`src/verilog/ard_defines.vh`:
```
// Register offsets, field positions, reset values and timing counts of the reference-detect control block.
`ifndef ARD_DEFINES_VH
`define ARD_DEFINES_VH
`define ARD_OFF_CONFIG 8'h00
`define ARD_OFF_STATUS 8'h04
`define ARD_OFF_IRQ_MASK 8'h08
`define ARD_OFF_CAL_CTRL 8'h0C
`define ARD_OFF_OFFSET_COEF 8'h10
`define ARD_OFF_FULLSCALE_COEF 8'h14
`define ARD_OFF_RESULT 8'h18
`define ARD_OFF_CHANNEL 8'h1C
`define ARD_CFG_REF_DETECT_ENABLE 0
`define ARD_CFG_REFERENCE_CHOICE 1
`define ARD_CFG_BUFFER_ENABLE 2
`define ARD_CFG_GAIN_LSB 3
`define ARD_CFG_GAIN_MSB 5
`define ARD_CFG_EXT_CLOCK 6
`define ARD_CFG_CLOCK_OUT_ENABLE 7
`define ARD_CFG_RESET 32'h0000_0000
`define ARD_ST_MISSING_REF 0
`define ARD_ST_ERROR 1
`define ARD_ST_RESULT_READY 2
`define ARD_ST_CAL_DONE 3
`define ARD_CAL_START_OFFSET 0
`define ARD_CAL_START_FULLSCALE 1
`define ARD_OFFSET_COEF_RESET 24'h80_0000
`define ARD_FULLSCALE_COEF_RESET 24'h50_0000
`define ARD_GAIN_1 3'h0
`define ARD_GAIN_8 3'h3
`define ARD_GAIN_16 3'h4
`define ARD_GAIN_32 3'h5
`define ARD_GAIN_64 3'h6
`define ARD_GAIN_128 3'h7
`define ARD_INT_OSC_KHZ 4920
`define ARD_SYS_CLK_KHZ 100000
`define ARD_INT_OSC_DIV (`ARD_SYS_CLK_KHZ / (2 * `ARD_INT_OSC_KHZ))
`endif

```
`src/verilog/ard_reference_control.v`:
```
// Reference-detect, calibration guard and input configuration control for a sigma-delta front end.
//
// Our own choices: the address map and the AXI4-Lite slave port.
`timescale 1ns/1ps
`include "ard_defines.vh"

// Function
// RL1 - Reference detection runs only while the detect-enable configuration bit is one.
// RL2 - Reference below the low threshold sets the missing-reference flag.
// RL3 - Reference above the high threshold clears the missing-reference flag.
// RL4 - Between thresholds the flag value is undefined; the bench expects the flag to hold its value there.
// RL5 - While the flag is active, each conversion result becomes all ones.
// RL6 - Flag active during calibration blocks the coefficient update and sets error.
// RL7 - Host checks flag only on all-ones results, error after each calibration.
// RL8 - Reference-choice bit selects pair; one turns dual pins into reference inputs.
// RL9 - Three-bit gain field selects gain 1, 8, 16, 32, 64 or 128.
// RL10 - Buffer bit one routes through the buffer, zero bypasses it.
// RL11 - Channel changes take effect only at conversion boundaries.
// RL12 - Master clock is internal oscillator or external clock; internal may drive a pin.
// RL13 - Flag holds between thresholds and comparators pass a synchroniser first.
module ard_reference_control #(
  parameter RESULT_WIDTH = 24,
  parameter CHAN_WIDTH = 4
) (
  // Clock and reset.
  input wire clk_sys,
  input wire reset_n,
  // AXI4-Lite write address and data.
  input wire [7:0] s_axi_awaddr,
  input wire s_axi_awvalid,
  output reg s_axi_awready,
  input wire [31:0] s_axi_wdata,
  input wire [3:0] s_axi_wstrb,
  input wire s_axi_wvalid,
  output reg s_axi_wready,
  // AXI4-Lite write response.
  output reg [1:0] s_axi_bresp,
  output reg s_axi_bvalid,
  input wire s_axi_bready,
  // AXI4-Lite read.
  input wire [7:0] s_axi_araddr,
  input wire s_axi_arvalid,
  output reg s_axi_arready,
  output reg [31:0] s_axi_rdata,
  output reg [1:0] s_axi_rresp,
  output reg s_axi_rvalid,
  input wire s_axi_rready,
  // Reference comparators of the first and second pair (asynchronous).
  input wire firstRefBelowLow,
  input wire firstRefAboveHigh,
  input wire secondRefBelowLow,
  input wire secondRefAboveHigh,
  // Modulator side: conversion and calibration events.
  input wire conversionDone,
  input wire [RESULT_WIDTH-1:0] conversionResult,
  input wire calibrationDone,
  // Clock source: external master clock sampled as a level.
  input wire extClockIn,
  // Analog front-end controls.
  output reg secondRefPinsAsReference,
  output reg [2:0] gainSelect,
  output reg bufferEnable,
  output reg [CHAN_WIDTH-1:0] activeChannel,
  output reg conversionRestart,
  output reg offsetCalRunning,
  output reg fullScaleCalRunning,
  output reg [RESULT_WIDTH-1:0] calibrationValueOut,
  // Clocking outputs.
  output reg masterClock,
  output reg clockOutPin,
  output reg clockOutPinEnable_n,
  // Interrupt.
  output reg irq
);

  localparam [1:0] CAL_IDLE = 2'h0;
  localparam [1:0] CAL_OFFSET = 2'h1;
  localparam [1:0] CAL_FULLSCALE = 2'h2;
  // The divider count is cut to the counter width on purpose.
  localparam integer OSC_DIV_FULL = `ARD_INT_OSC_DIV;
  localparam [15:0] OSC_DIV = OSC_DIV_FULL[15:0];

  reg [31:0] config_r;
  reg [3:0] status_r;
  reg [3:0] irqMask_r;
  reg [23:0] offsetCoef_r;
  reg [23:0] fullScaleCoef_r;
  reg [RESULT_WIDTH-1:0] result_r;
  reg [CHAN_WIDTH-1:0] pendingChannel_r;
  reg channelPending_r;
  reg [1:0] calState_r;
  reg calRefLost_r;
  reg missingRef_r;
  reg [3:0] cmpSync1_r;
  reg [3:0] cmpSync2_r;
  reg [1:0] extSync_r;
  reg [15:0] oscCount_r;
  reg oscClock_r;
  reg [7:0] awAddr_r;
  reg awHeld_r;
  reg [31:0] wData_r;
  reg [3:0] wStrb_r;
  reg wHeld_r;

  wire refDetectEnable = config_r[`ARD_CFG_REF_DETECT_ENABLE];
  wire refChoice = config_r[`ARD_CFG_REFERENCE_CHOICE];
  wire selBelowLow = refChoice ? cmpSync2_r[2] : cmpSync2_r[0]; // RL8
  wire selAboveHigh = refChoice ? cmpSync2_r[3] : cmpSync2_r[1]; // RL8
  wire writeGo = awHeld_r && wHeld_r && !s_axi_bvalid;
  wire writeCal = writeGo && awAddr_r == `ARD_OFF_CAL_CTRL;
  wire writeStatus = writeGo && awAddr_r == `ARD_OFF_STATUS;
  wire [3:0] statusEvents;
  reg [3:0] statusSet;
  reg [31:0] mergedWrite;
  reg missingRefNxt;
  integer i;

  // Byte-enable merge of the held write data with the addressed register.
  always @* begin
    mergedWrite = 32'h0000_0000;
    case (awAddr_r)
      `ARD_OFF_CONFIG: mergedWrite = config_r;
      `ARD_OFF_IRQ_MASK: mergedWrite = {28'h000_0000, irqMask_r};
      `ARD_OFF_OFFSET_COEF: mergedWrite = {8'h00, offsetCoef_r};
      `ARD_OFF_FULLSCALE_COEF: mergedWrite = {8'h00, fullScaleCoef_r};
      `ARD_OFF_CHANNEL: mergedWrite = {{(32-CHAN_WIDTH){1'b0}}, pendingChannel_r};
      default: mergedWrite = 32'h0000_0000;
    endcase
    for (i = 0; i < 4; i = i + 1) begin
      if (wStrb_r[i]) begin
        mergedWrite[i*8 +: 8] = wData_r[i*8 +: 8];
      end
    end
  end

  // Hysteresis: with detection enabled only a clear crossing moves the flag; between thresholds it holds; detect-enable low clears it.
  always @* begin
    missingRefNxt = missingRef_r; // RL13 RL4
    if (!refDetectEnable) begin
      missingRefNxt = 1'b0; // RL1
    end else if (selBelowLow) begin
      missingRefNxt = 1'b1; // RL2
    end else if (selAboveHigh) begin
      missingRefNxt = 1'b0; // RL3
    end
  end

  assign statusEvents[`ARD_ST_MISSING_REF] = missingRefNxt && !missingRef_r;
  assign statusEvents[`ARD_ST_ERROR] = calState_r != CAL_IDLE && calibrationDone && (calRefLost_r || missingRef_r);
  assign statusEvents[`ARD_ST_RESULT_READY] = conversionDone && calState_r == CAL_IDLE;
  assign statusEvents[`ARD_ST_CAL_DONE] = calState_r != CAL_IDLE && calibrationDone;

  always @* begin
    statusSet = statusEvents;
  end

  // Comparator and external clock synchronisers.
  always @(posedge clk_sys or negedge reset_n) begin
    if (!reset_n) begin
      cmpSync1_r <= 4'h0;
      cmpSync2_r <= 4'h0;
      extSync_r <= 2'h0;
      missingRef_r <= 1'b0;
    end else begin
      cmpSync1_r <= {secondRefAboveHigh, secondRefBelowLow, firstRefAboveHigh, firstRefBelowLow};
      cmpSync2_r <= cmpSync1_r; // RL13
      extSync_r <= {extSync_r[0], extClockIn};
      missingRef_r <= missingRefNxt;
    end
  end

  // Internal oscillator model by division, and master clock selection.
  always @(posedge clk_sys or negedge reset_n) begin
    if (!reset_n) begin
      oscCount_r <= 16'h0000;
      oscClock_r <= 1'b0;
      masterClock <= 1'b0;
      clockOutPin <= 1'b0;
      clockOutPinEnable_n <= 1'b1;
    end else begin
      if (oscCount_r >= OSC_DIV - 16'h0001) begin
        oscCount_r <= 16'h0000;
        oscClock_r <= !oscClock_r;
      end else begin
        oscCount_r <= oscCount_r + 16'h0001;
      end
      masterClock <= config_r[`ARD_CFG_EXT_CLOCK] ? extSync_r[1] : oscClock_r; // RL12
      clockOutPin <= oscClock_r; // RL12
      clockOutPinEnable_n <= !(config_r[`ARD_CFG_CLOCK_OUT_ENABLE] && !config_r[`ARD_CFG_EXT_CLOCK]); // RL12
    end
  end

  // AXI4-Lite slave, register writes, calibration and conversion handling.
  always @(posedge clk_sys or negedge reset_n) begin
    if (!reset_n) begin
      s_axi_awready <= 1'b1;
      s_axi_wready <= 1'b1;
      s_axi_bvalid <= 1'b0;
      s_axi_bresp <= 2'h0;
      awAddr_r <= 8'h00;
      awHeld_r <= 1'b0;
      wData_r <= 32'h0000_0000;
      wStrb_r <= 4'h0;
      wHeld_r <= 1'b0;
      config_r <= `ARD_CFG_RESET;
      status_r <= 4'h0;
      irqMask_r <= 4'h0;
      offsetCoef_r <= `ARD_OFFSET_COEF_RESET;
      fullScaleCoef_r <= `ARD_FULLSCALE_COEF_RESET;
      result_r <= {RESULT_WIDTH{1'b0}};
      pendingChannel_r <= {CHAN_WIDTH{1'b0}};
      channelPending_r <= 1'b0;
      activeChannel <= {CHAN_WIDTH{1'b0}};
      conversionRestart <= 1'b0;
      calState_r <= CAL_IDLE;
      calRefLost_r <= 1'b0;
      offsetCalRunning <= 1'b0;
      fullScaleCalRunning <= 1'b0;
      secondRefPinsAsReference <= 1'b0;
      gainSelect <= `ARD_GAIN_1;
      bufferEnable <= 1'b0;
      calibrationValueOut <= `ARD_OFFSET_COEF_RESET;
      irq <= 1'b0;
    end else begin
      if (s_axi_awvalid && s_axi_awready) begin
        awAddr_r <= s_axi_awaddr;
        awHeld_r <= 1'b1;
        s_axi_awready <= 1'b0;
      end
      if (s_axi_wvalid && s_axi_wready) begin
        wData_r <= s_axi_wdata;
        wStrb_r <= s_axi_wstrb;
        wHeld_r <= 1'b1;
        s_axi_wready <= 1'b0;
      end
      if (writeGo) begin
        awHeld_r <= 1'b0;
        wHeld_r <= 1'b0;
        s_axi_bvalid <= 1'b1;
        s_axi_bresp <= 2'h0;
        case (awAddr_r)
          `ARD_OFF_CONFIG: config_r <= mergedWrite;
          `ARD_OFF_IRQ_MASK: irqMask_r <= mergedWrite[3:0];
          `ARD_OFF_OFFSET_COEF: offsetCoef_r <= mergedWrite[23:0];
          `ARD_OFF_FULLSCALE_COEF: fullScaleCoef_r <= mergedWrite[23:0];
          `ARD_OFF_CHANNEL: begin
            pendingChannel_r <= mergedWrite[CHAN_WIDTH-1:0];
            channelPending_r <= 1'b1;
          end
          `ARD_OFF_STATUS, `ARD_OFF_CAL_CTRL, `ARD_OFF_RESULT: s_axi_bresp <= 2'h0;
          default: s_axi_bresp <= 2'h2;
        endcase
      end
      if (s_axi_bvalid && s_axi_bready) begin
        s_axi_bvalid <= 1'b0;
        s_axi_awready <= 1'b1;
        s_axi_wready <= 1'b1;
      end
      // Sticky status: a new event wins over a write-one-to-clear.
      status_r <= (status_r & ~(writeStatus ? mergedWrite[3:0] : 4'h0)) | statusSet;
      // The interrupt follows the next status value, so it rises and falls with the status bits.
      irq <= |(((status_r & ~(writeStatus ? mergedWrite[3:0] : 4'h0)) | statusSet) & irqMask_r);
      secondRefPinsAsReference <= refChoice; // RL8
      gainSelect <= config_r[`ARD_CFG_GAIN_MSB:`ARD_CFG_GAIN_LSB]; // RL9
      bufferEnable <= config_r[`ARD_CFG_BUFFER_ENABLE]; // RL10
      conversionRestart <= 1'b0;
      if (conversionDone && calState_r == CAL_IDLE) begin
        result_r <= missingRef_r ? {RESULT_WIDTH{1'b1}} : conversionResult; // RL5
        if (channelPending_r) begin
          activeChannel <= pendingChannel_r; // RL11
          channelPending_r <= 1'b0;
          conversionRestart <= 1'b1; // RL11
        end
      end
      // Calibration sequence with the coefficient update guarded by reference presence.
      case (calState_r)
        CAL_IDLE: begin
          calRefLost_r <= 1'b0;
          if (writeCal && mergedWrite[`ARD_CAL_START_OFFSET]) begin
            calState_r <= CAL_OFFSET;
            offsetCalRunning <= 1'b1;
          end else if (writeCal && mergedWrite[`ARD_CAL_START_FULLSCALE]) begin
            calState_r <= CAL_FULLSCALE;
            fullScaleCalRunning <= 1'b1;
          end
        end
        CAL_OFFSET, CAL_FULLSCALE: begin
          if (missingRef_r) begin
            calRefLost_r <= 1'b1; // RL6
          end
          if (calibrationDone) begin
            if (!(calRefLost_r || missingRef_r)) begin
              if (calState_r == CAL_OFFSET) begin
                offsetCoef_r <= conversionResult[23:0]; // RL6
              end else begin
                fullScaleCoef_r <= conversionResult[23:0]; // RL6
              end
            end
            calState_r <= CAL_IDLE;
            offsetCalRunning <= 1'b0;
            fullScaleCalRunning <= 1'b0;
          end
        end
        default: calState_r <= CAL_IDLE;
      endcase
      calibrationValueOut <= (calState_r == CAL_FULLSCALE) ? fullScaleCoef_r : offsetCoef_r;
    end
  end

  // Read channel: address taken, data answered one cycle later.
  always @(posedge clk_sys or negedge reset_n) begin
    if (!reset_n) begin
      s_axi_arready <= 1'b1;
      s_axi_rvalid <= 1'b0;
      s_axi_rdata <= 32'h0000_0000;
      s_axi_rresp <= 2'h0;
    end else begin
      if (s_axi_arvalid && s_axi_arready) begin
        s_axi_arready <= 1'b0;
        s_axi_rvalid <= 1'b1;
        s_axi_rresp <= 2'h0;
        case (s_axi_araddr)
          `ARD_OFF_CONFIG: s_axi_rdata <= config_r;
          `ARD_OFF_STATUS: s_axi_rdata <= {28'h000_0000, status_r[3:2], status_r[1], missingRef_r}; // RL2
          `ARD_OFF_IRQ_MASK: s_axi_rdata <= {28'h000_0000, irqMask_r};
          `ARD_OFF_CAL_CTRL: s_axi_rdata <= {30'h0000_0000, fullScaleCalRunning, offsetCalRunning};
          `ARD_OFF_OFFSET_COEF: s_axi_rdata <= {8'h00, offsetCoef_r};
          `ARD_OFF_FULLSCALE_COEF: s_axi_rdata <= {8'h00, fullScaleCoef_r};
          `ARD_OFF_RESULT: s_axi_rdata <= {{(32-RESULT_WIDTH){1'b0}}, result_r};
          `ARD_OFF_CHANNEL: s_axi_rdata <= {{(32-CHAN_WIDTH){1'b0}}, activeChannel};
          default: begin
            s_axi_rdata <= 32'h0000_0000;
            s_axi_rresp <= 2'h2;
          end
        endcase
      end else if (s_axi_rvalid && s_axi_rready) begin
        s_axi_rvalid <= 1'b0;
        s_axi_arready <= 1'b1;
      end
    end
  end

endmodule // ard_reference_control
```
`config.mk`:
```
export PLATFORM = sky130hd
export DESIGN_NAME = ard_reference_control
export DESIGN_NICKNAME = d
export VERILOG_FILES = /design/src/verilog/ard_reference_control.v
export VERILOG_INCLUDE_DIRS = /design/src /design/src/verilog
export SDC_FILE = /design/constraint.sdc
export NUM_CORES = 1
export LEC_CHECK = 0
export BUFFER_PORTS_ARGS = -buffer_cell sky130_fd_sc_hd__buf_2
export CORE_ASPECT_RATIO = 0.7
export CORE_MARGIN = 4
export CORE_UTILIZATION = 38
export CTS_CLUSTER_SIZE = 14
export DETAILED_ROUTE_END_ITERATION = 16
export PLACE_DENSITY_LB_ADDON = 0.05
export SLEW_MARGIN = 20
export SYNTH_ARGS = -nofsm -noshare
export SYNTH_HDL_FRONTEND = slang
export SYNTH_SLANG_ARGS = --single-unit
```
`constraint.sdc`:
```
create_clock -name clk_sys -period 1.9 [get_ports clk_sys]
set_input_delay 0.19 -clock clk_sys [delete_from_list [all_inputs] [get_ports clk_sys]]
set_output_delay 0.19 -clock clk_sys [all_outputs]
set_load 0.01 [all_outputs]
```
==> impl_results.md <==
* Max VDD drop at 0.000630 V
* Final Power at 0.0238 W
* Floorplan core area at 0.0316 mm2
* Sequence of cells on the critical path: buf_6, or4_4, nor2_4, buf_12, nand2_8, buf_12, mux2_4
* Routed WL per cell at 21.7 um
* Clock Sinks at 273
* Most used flip-flop cell after synthesis: dfrtp_1
* FMAX at 477 MHz
* Initial Utilization at 0.391
* Final Hold Fails at 0
* Gp weighted congestion at 0.848
* Initial DRC count at 789
* Final wirelength at 42300 um
* Top cell by count, worst path: buf_12
* Number of I/O pins at 171
* Final Util at 0.555
* Die W at 224 um
* Setup CP Type: flip-flop to flip-flop
* CTS max path bufs at 3
* DP HPWL at 26400 um
* Cell Rows at 54
* Unrepaired setup endpoints after global routing: true
* Vias per cell at 5.36
* GRT Util Overall at 0.227
* Avg Cell Area, Syn at 10.7 um2
* Largest net degree at the start of global routing at 90
* Min-delay worst type: primary input to async pin
* Worst stage delay on the critical path at 570 ps
* Setup violators final at 84
* Pre-Repair DR Iteration Count at 5
* Final setup TNS at -10100 ps
* Root buffer cell: clkbuf_16
* Antenna Cells at 0
* DR DRC count at 0
* Cells after synthesis at 1158
* Post-synth ARST share at 1.00
* Synthesized cell area at 0.0124 mm2
* Post-synth EDFFs at 0
* Startpoint type of the worst setup path: flip-flop
* First-pass GRT wire length at 63500 um
* Dpl ws at -213 ps
* Total leakage power at 7.86 nW
* Setup WS post-layout at -198 ps
* H-tree Lvls at 1
* Post-DRT Antenna Nets at 0
* Final-report max-slew violation count at 0
* Worst-Skew Late Latency at 570 ps
* Sequential area share after synthesis at 0.553
* Nets at 1602
* Failing checks: negative setup slack
* TritonCTS clock tree: done
* Synth cell types at 69
* P&R area growth vs syn at 41.7%
* Initial antenna violation count at 0
* Arr. time, crit path at 2530 ps
* Post-synthesis register bit count at 273
* Slowest-stage cell, CP: or4_4
* Ys Warns at 0
* Crit-path max FO at 6
* Worst Tran Pin Value at 669 ps
* Final setup skew at 21.2 ps
* Power per cell area at 1360 mW/mm2
* Max-Cap Viols at 0
* Vias at 10400
* Buffers on Ports at 168
* Tcrit/Tclk final at 1.10
* Remaining global-route overflow at 0
* CP Capture Type: flip-flop
* Vias in the first global route at 10200
* Status: finished with violations
* Layout cells sized above 1 at 0.387
* Die height at 159 um
* CTS buffer count at 28
* Post-route minimum period at 2100 ps
* Clk slew on worst S/H paths at 70 ps
* Die area at 0.0356 mm2
* Slew margin rel. at 0.554
* WP data required at 2330 ps
## logic make-up after synthesis
logic type	count (synthesis)	share of synthesized area
other	1	0.000303
muxes	138	0.124
buffers and inverters	93	0.0318
and+or+nand+nor	400	0.154
xor gates and xnor gates	3	0.00212
AOI/OAI and AO/OA	244	0.129
adders and majority gates	6	0.00607
DFF	273	0.553
## registers in the layout, summed over array words and instances (netlist names), 16 cells and up
signal and flops:
oscCount_r 16, calibrationValueOut 24, offsetCoef_r 24, result_r 24
wData_r 32, fullScaleCoef_r 24, config_r 32, s_axi_rdata 32
## routing by layer
metal / GRT usage / share of wire
met1: 0.349 / 0.48
met2: 0.338 / 0.44
met5: 0 / 0
met4: 0.0532 / 0.021
met3: 0.0367 / 0.060
## stage by stage
step	area, um2	std cells	hold slack, ps
3_3_place_gp	14600	1791	20.1
5_1_grt	17500	1948	35.4
3_5_place_dp	14600	1791	17.5
2_1_floorplan	12500	1171	-106
6_report	17500	1948	31.7
4_1_cts	16800	1936	7.74
## cell usage in the layout, fill, tap and decap left out, drive strengths merged, types with 6 or more instances in the layout
cell	Yosys	routed
conb	1	14
a31oi	51	51
nand2b	24	24
dfstp	8	8
a21oi	45	45
nor3	20	20
inv	14	15
nand4	7	7
clkbuf	56	43
clkinv	0	9
and3	18	18
mux2i	28	28
nor2	89	89
dlygate4sd3	0	80
o211ai	8	8
or3	7	7
buf	23	299
a22oi	46	46
ha	6	6
dfrtp	265	265
nand3	25	25
mux2	109	109
o31a	16	16
nor4	10	10
o21ai	53	53
nand2	172	172
## power breakdown
part	leakage, nW	switching [W]	internal [W]
combinational	4.17	0.00445	0.00416
sequential	3.20	0.00156	0.00770
clock	0.494	0.00240	0.00352
## critical path: cells and delay by family, from the launching register on
kind | cells | cell delay [ps]
and+or+nand+nor | 3 | 820
buffers and inverters | 3 | 450
DFF | 1 | 420
muxes | 1 | 290
## cells in the mapped netlist, types with 4 or more instances
| library cell | number | share of area |
|---|---|---|
| o31a_1 | 16 | 0.011 |
| nor4_1 | 6 | 0.0030 |
| clkbuf_1 | 56 | 0.017 |
| mux2_2 | 103 | 0.094 |
| nand2_1 | 171 | 0.052 |
| a22oi_1 | 46 | 0.028 |
| nor2_1 | 87 | 0.026 |
| a31oi_1 | 48 | 0.024 |
| dfrtp_1 | 265 | 0.54 |
| ha_1 | 6 | 0.0061 |
| nor3_1 | 18 | 0.0073 |
| mux2_1 | 6 | 0.0055 |
| and3_1 | 18 | 0.0091 |
| buf_1 | 5 | 0.0015 |
| o21ai_0 | 52 | 0.021 |
| nand4_1 | 7 | 0.0035 |
| buf_4 | 4 | 0.0024 |
| o211ai_1 | 8 | 0.0049 |
| nor2b_1 | 5 | 0.0025 |
| mux2i_1 | 28 | 0.023 |
| dfstp_2 | 8 | 0.017 |
| nand3_1 | 25 | 0.010 |
| a21oi_1 | 45 | 0.018 |
| inv_1 | 14 | 0.0042 |
| nand2b_1 | 24 | 0.012 |
| or3_1 | 7 | 0.0035 |
| buf_2 | 12 | 0.0049 |
## final timing paths
path	depth (start not counted)	slack, ps	endpoint	start
hold / removal	2	30	irqMask_r[0]	reset_n
setup reg to reg	7	-200	config_r[20]	awAddr_r[7]
hold reg to reg	0	350	extSync_r[1]	extSync_r[0]
max in group asynchronous	3	1100	fullScaleCoef_r[16]	reset_n
setup / recovery	7	-200	config_r[20]	awAddr_r[7]
min in group clk_sys	3	80	offsetCalRunning	calibrationDone
## cell type report
class / count / area, um2
Multi-Input combinational cell: 805 / 5910
Sequential cell: 273 / 6840
Fill cell: 2788 / 14100
Clock inverter: 14 / 174
Inverter: 14 / 52.6
Tap cell: 420 / 526
Clock buffer: 38 / 810
Timing Repair Buffer: 384 / 3220
## repair_timing
item	CTS	global route
setup endpoints to repair	88	93
buffers inserted	10	9
cloned	4	8
pin swaps	19	69
resized for setup	55	132
hold endpoints to repair	393	0
hold buffers	80	0
No activity file was read; power rests on OpenSTA's default activity.
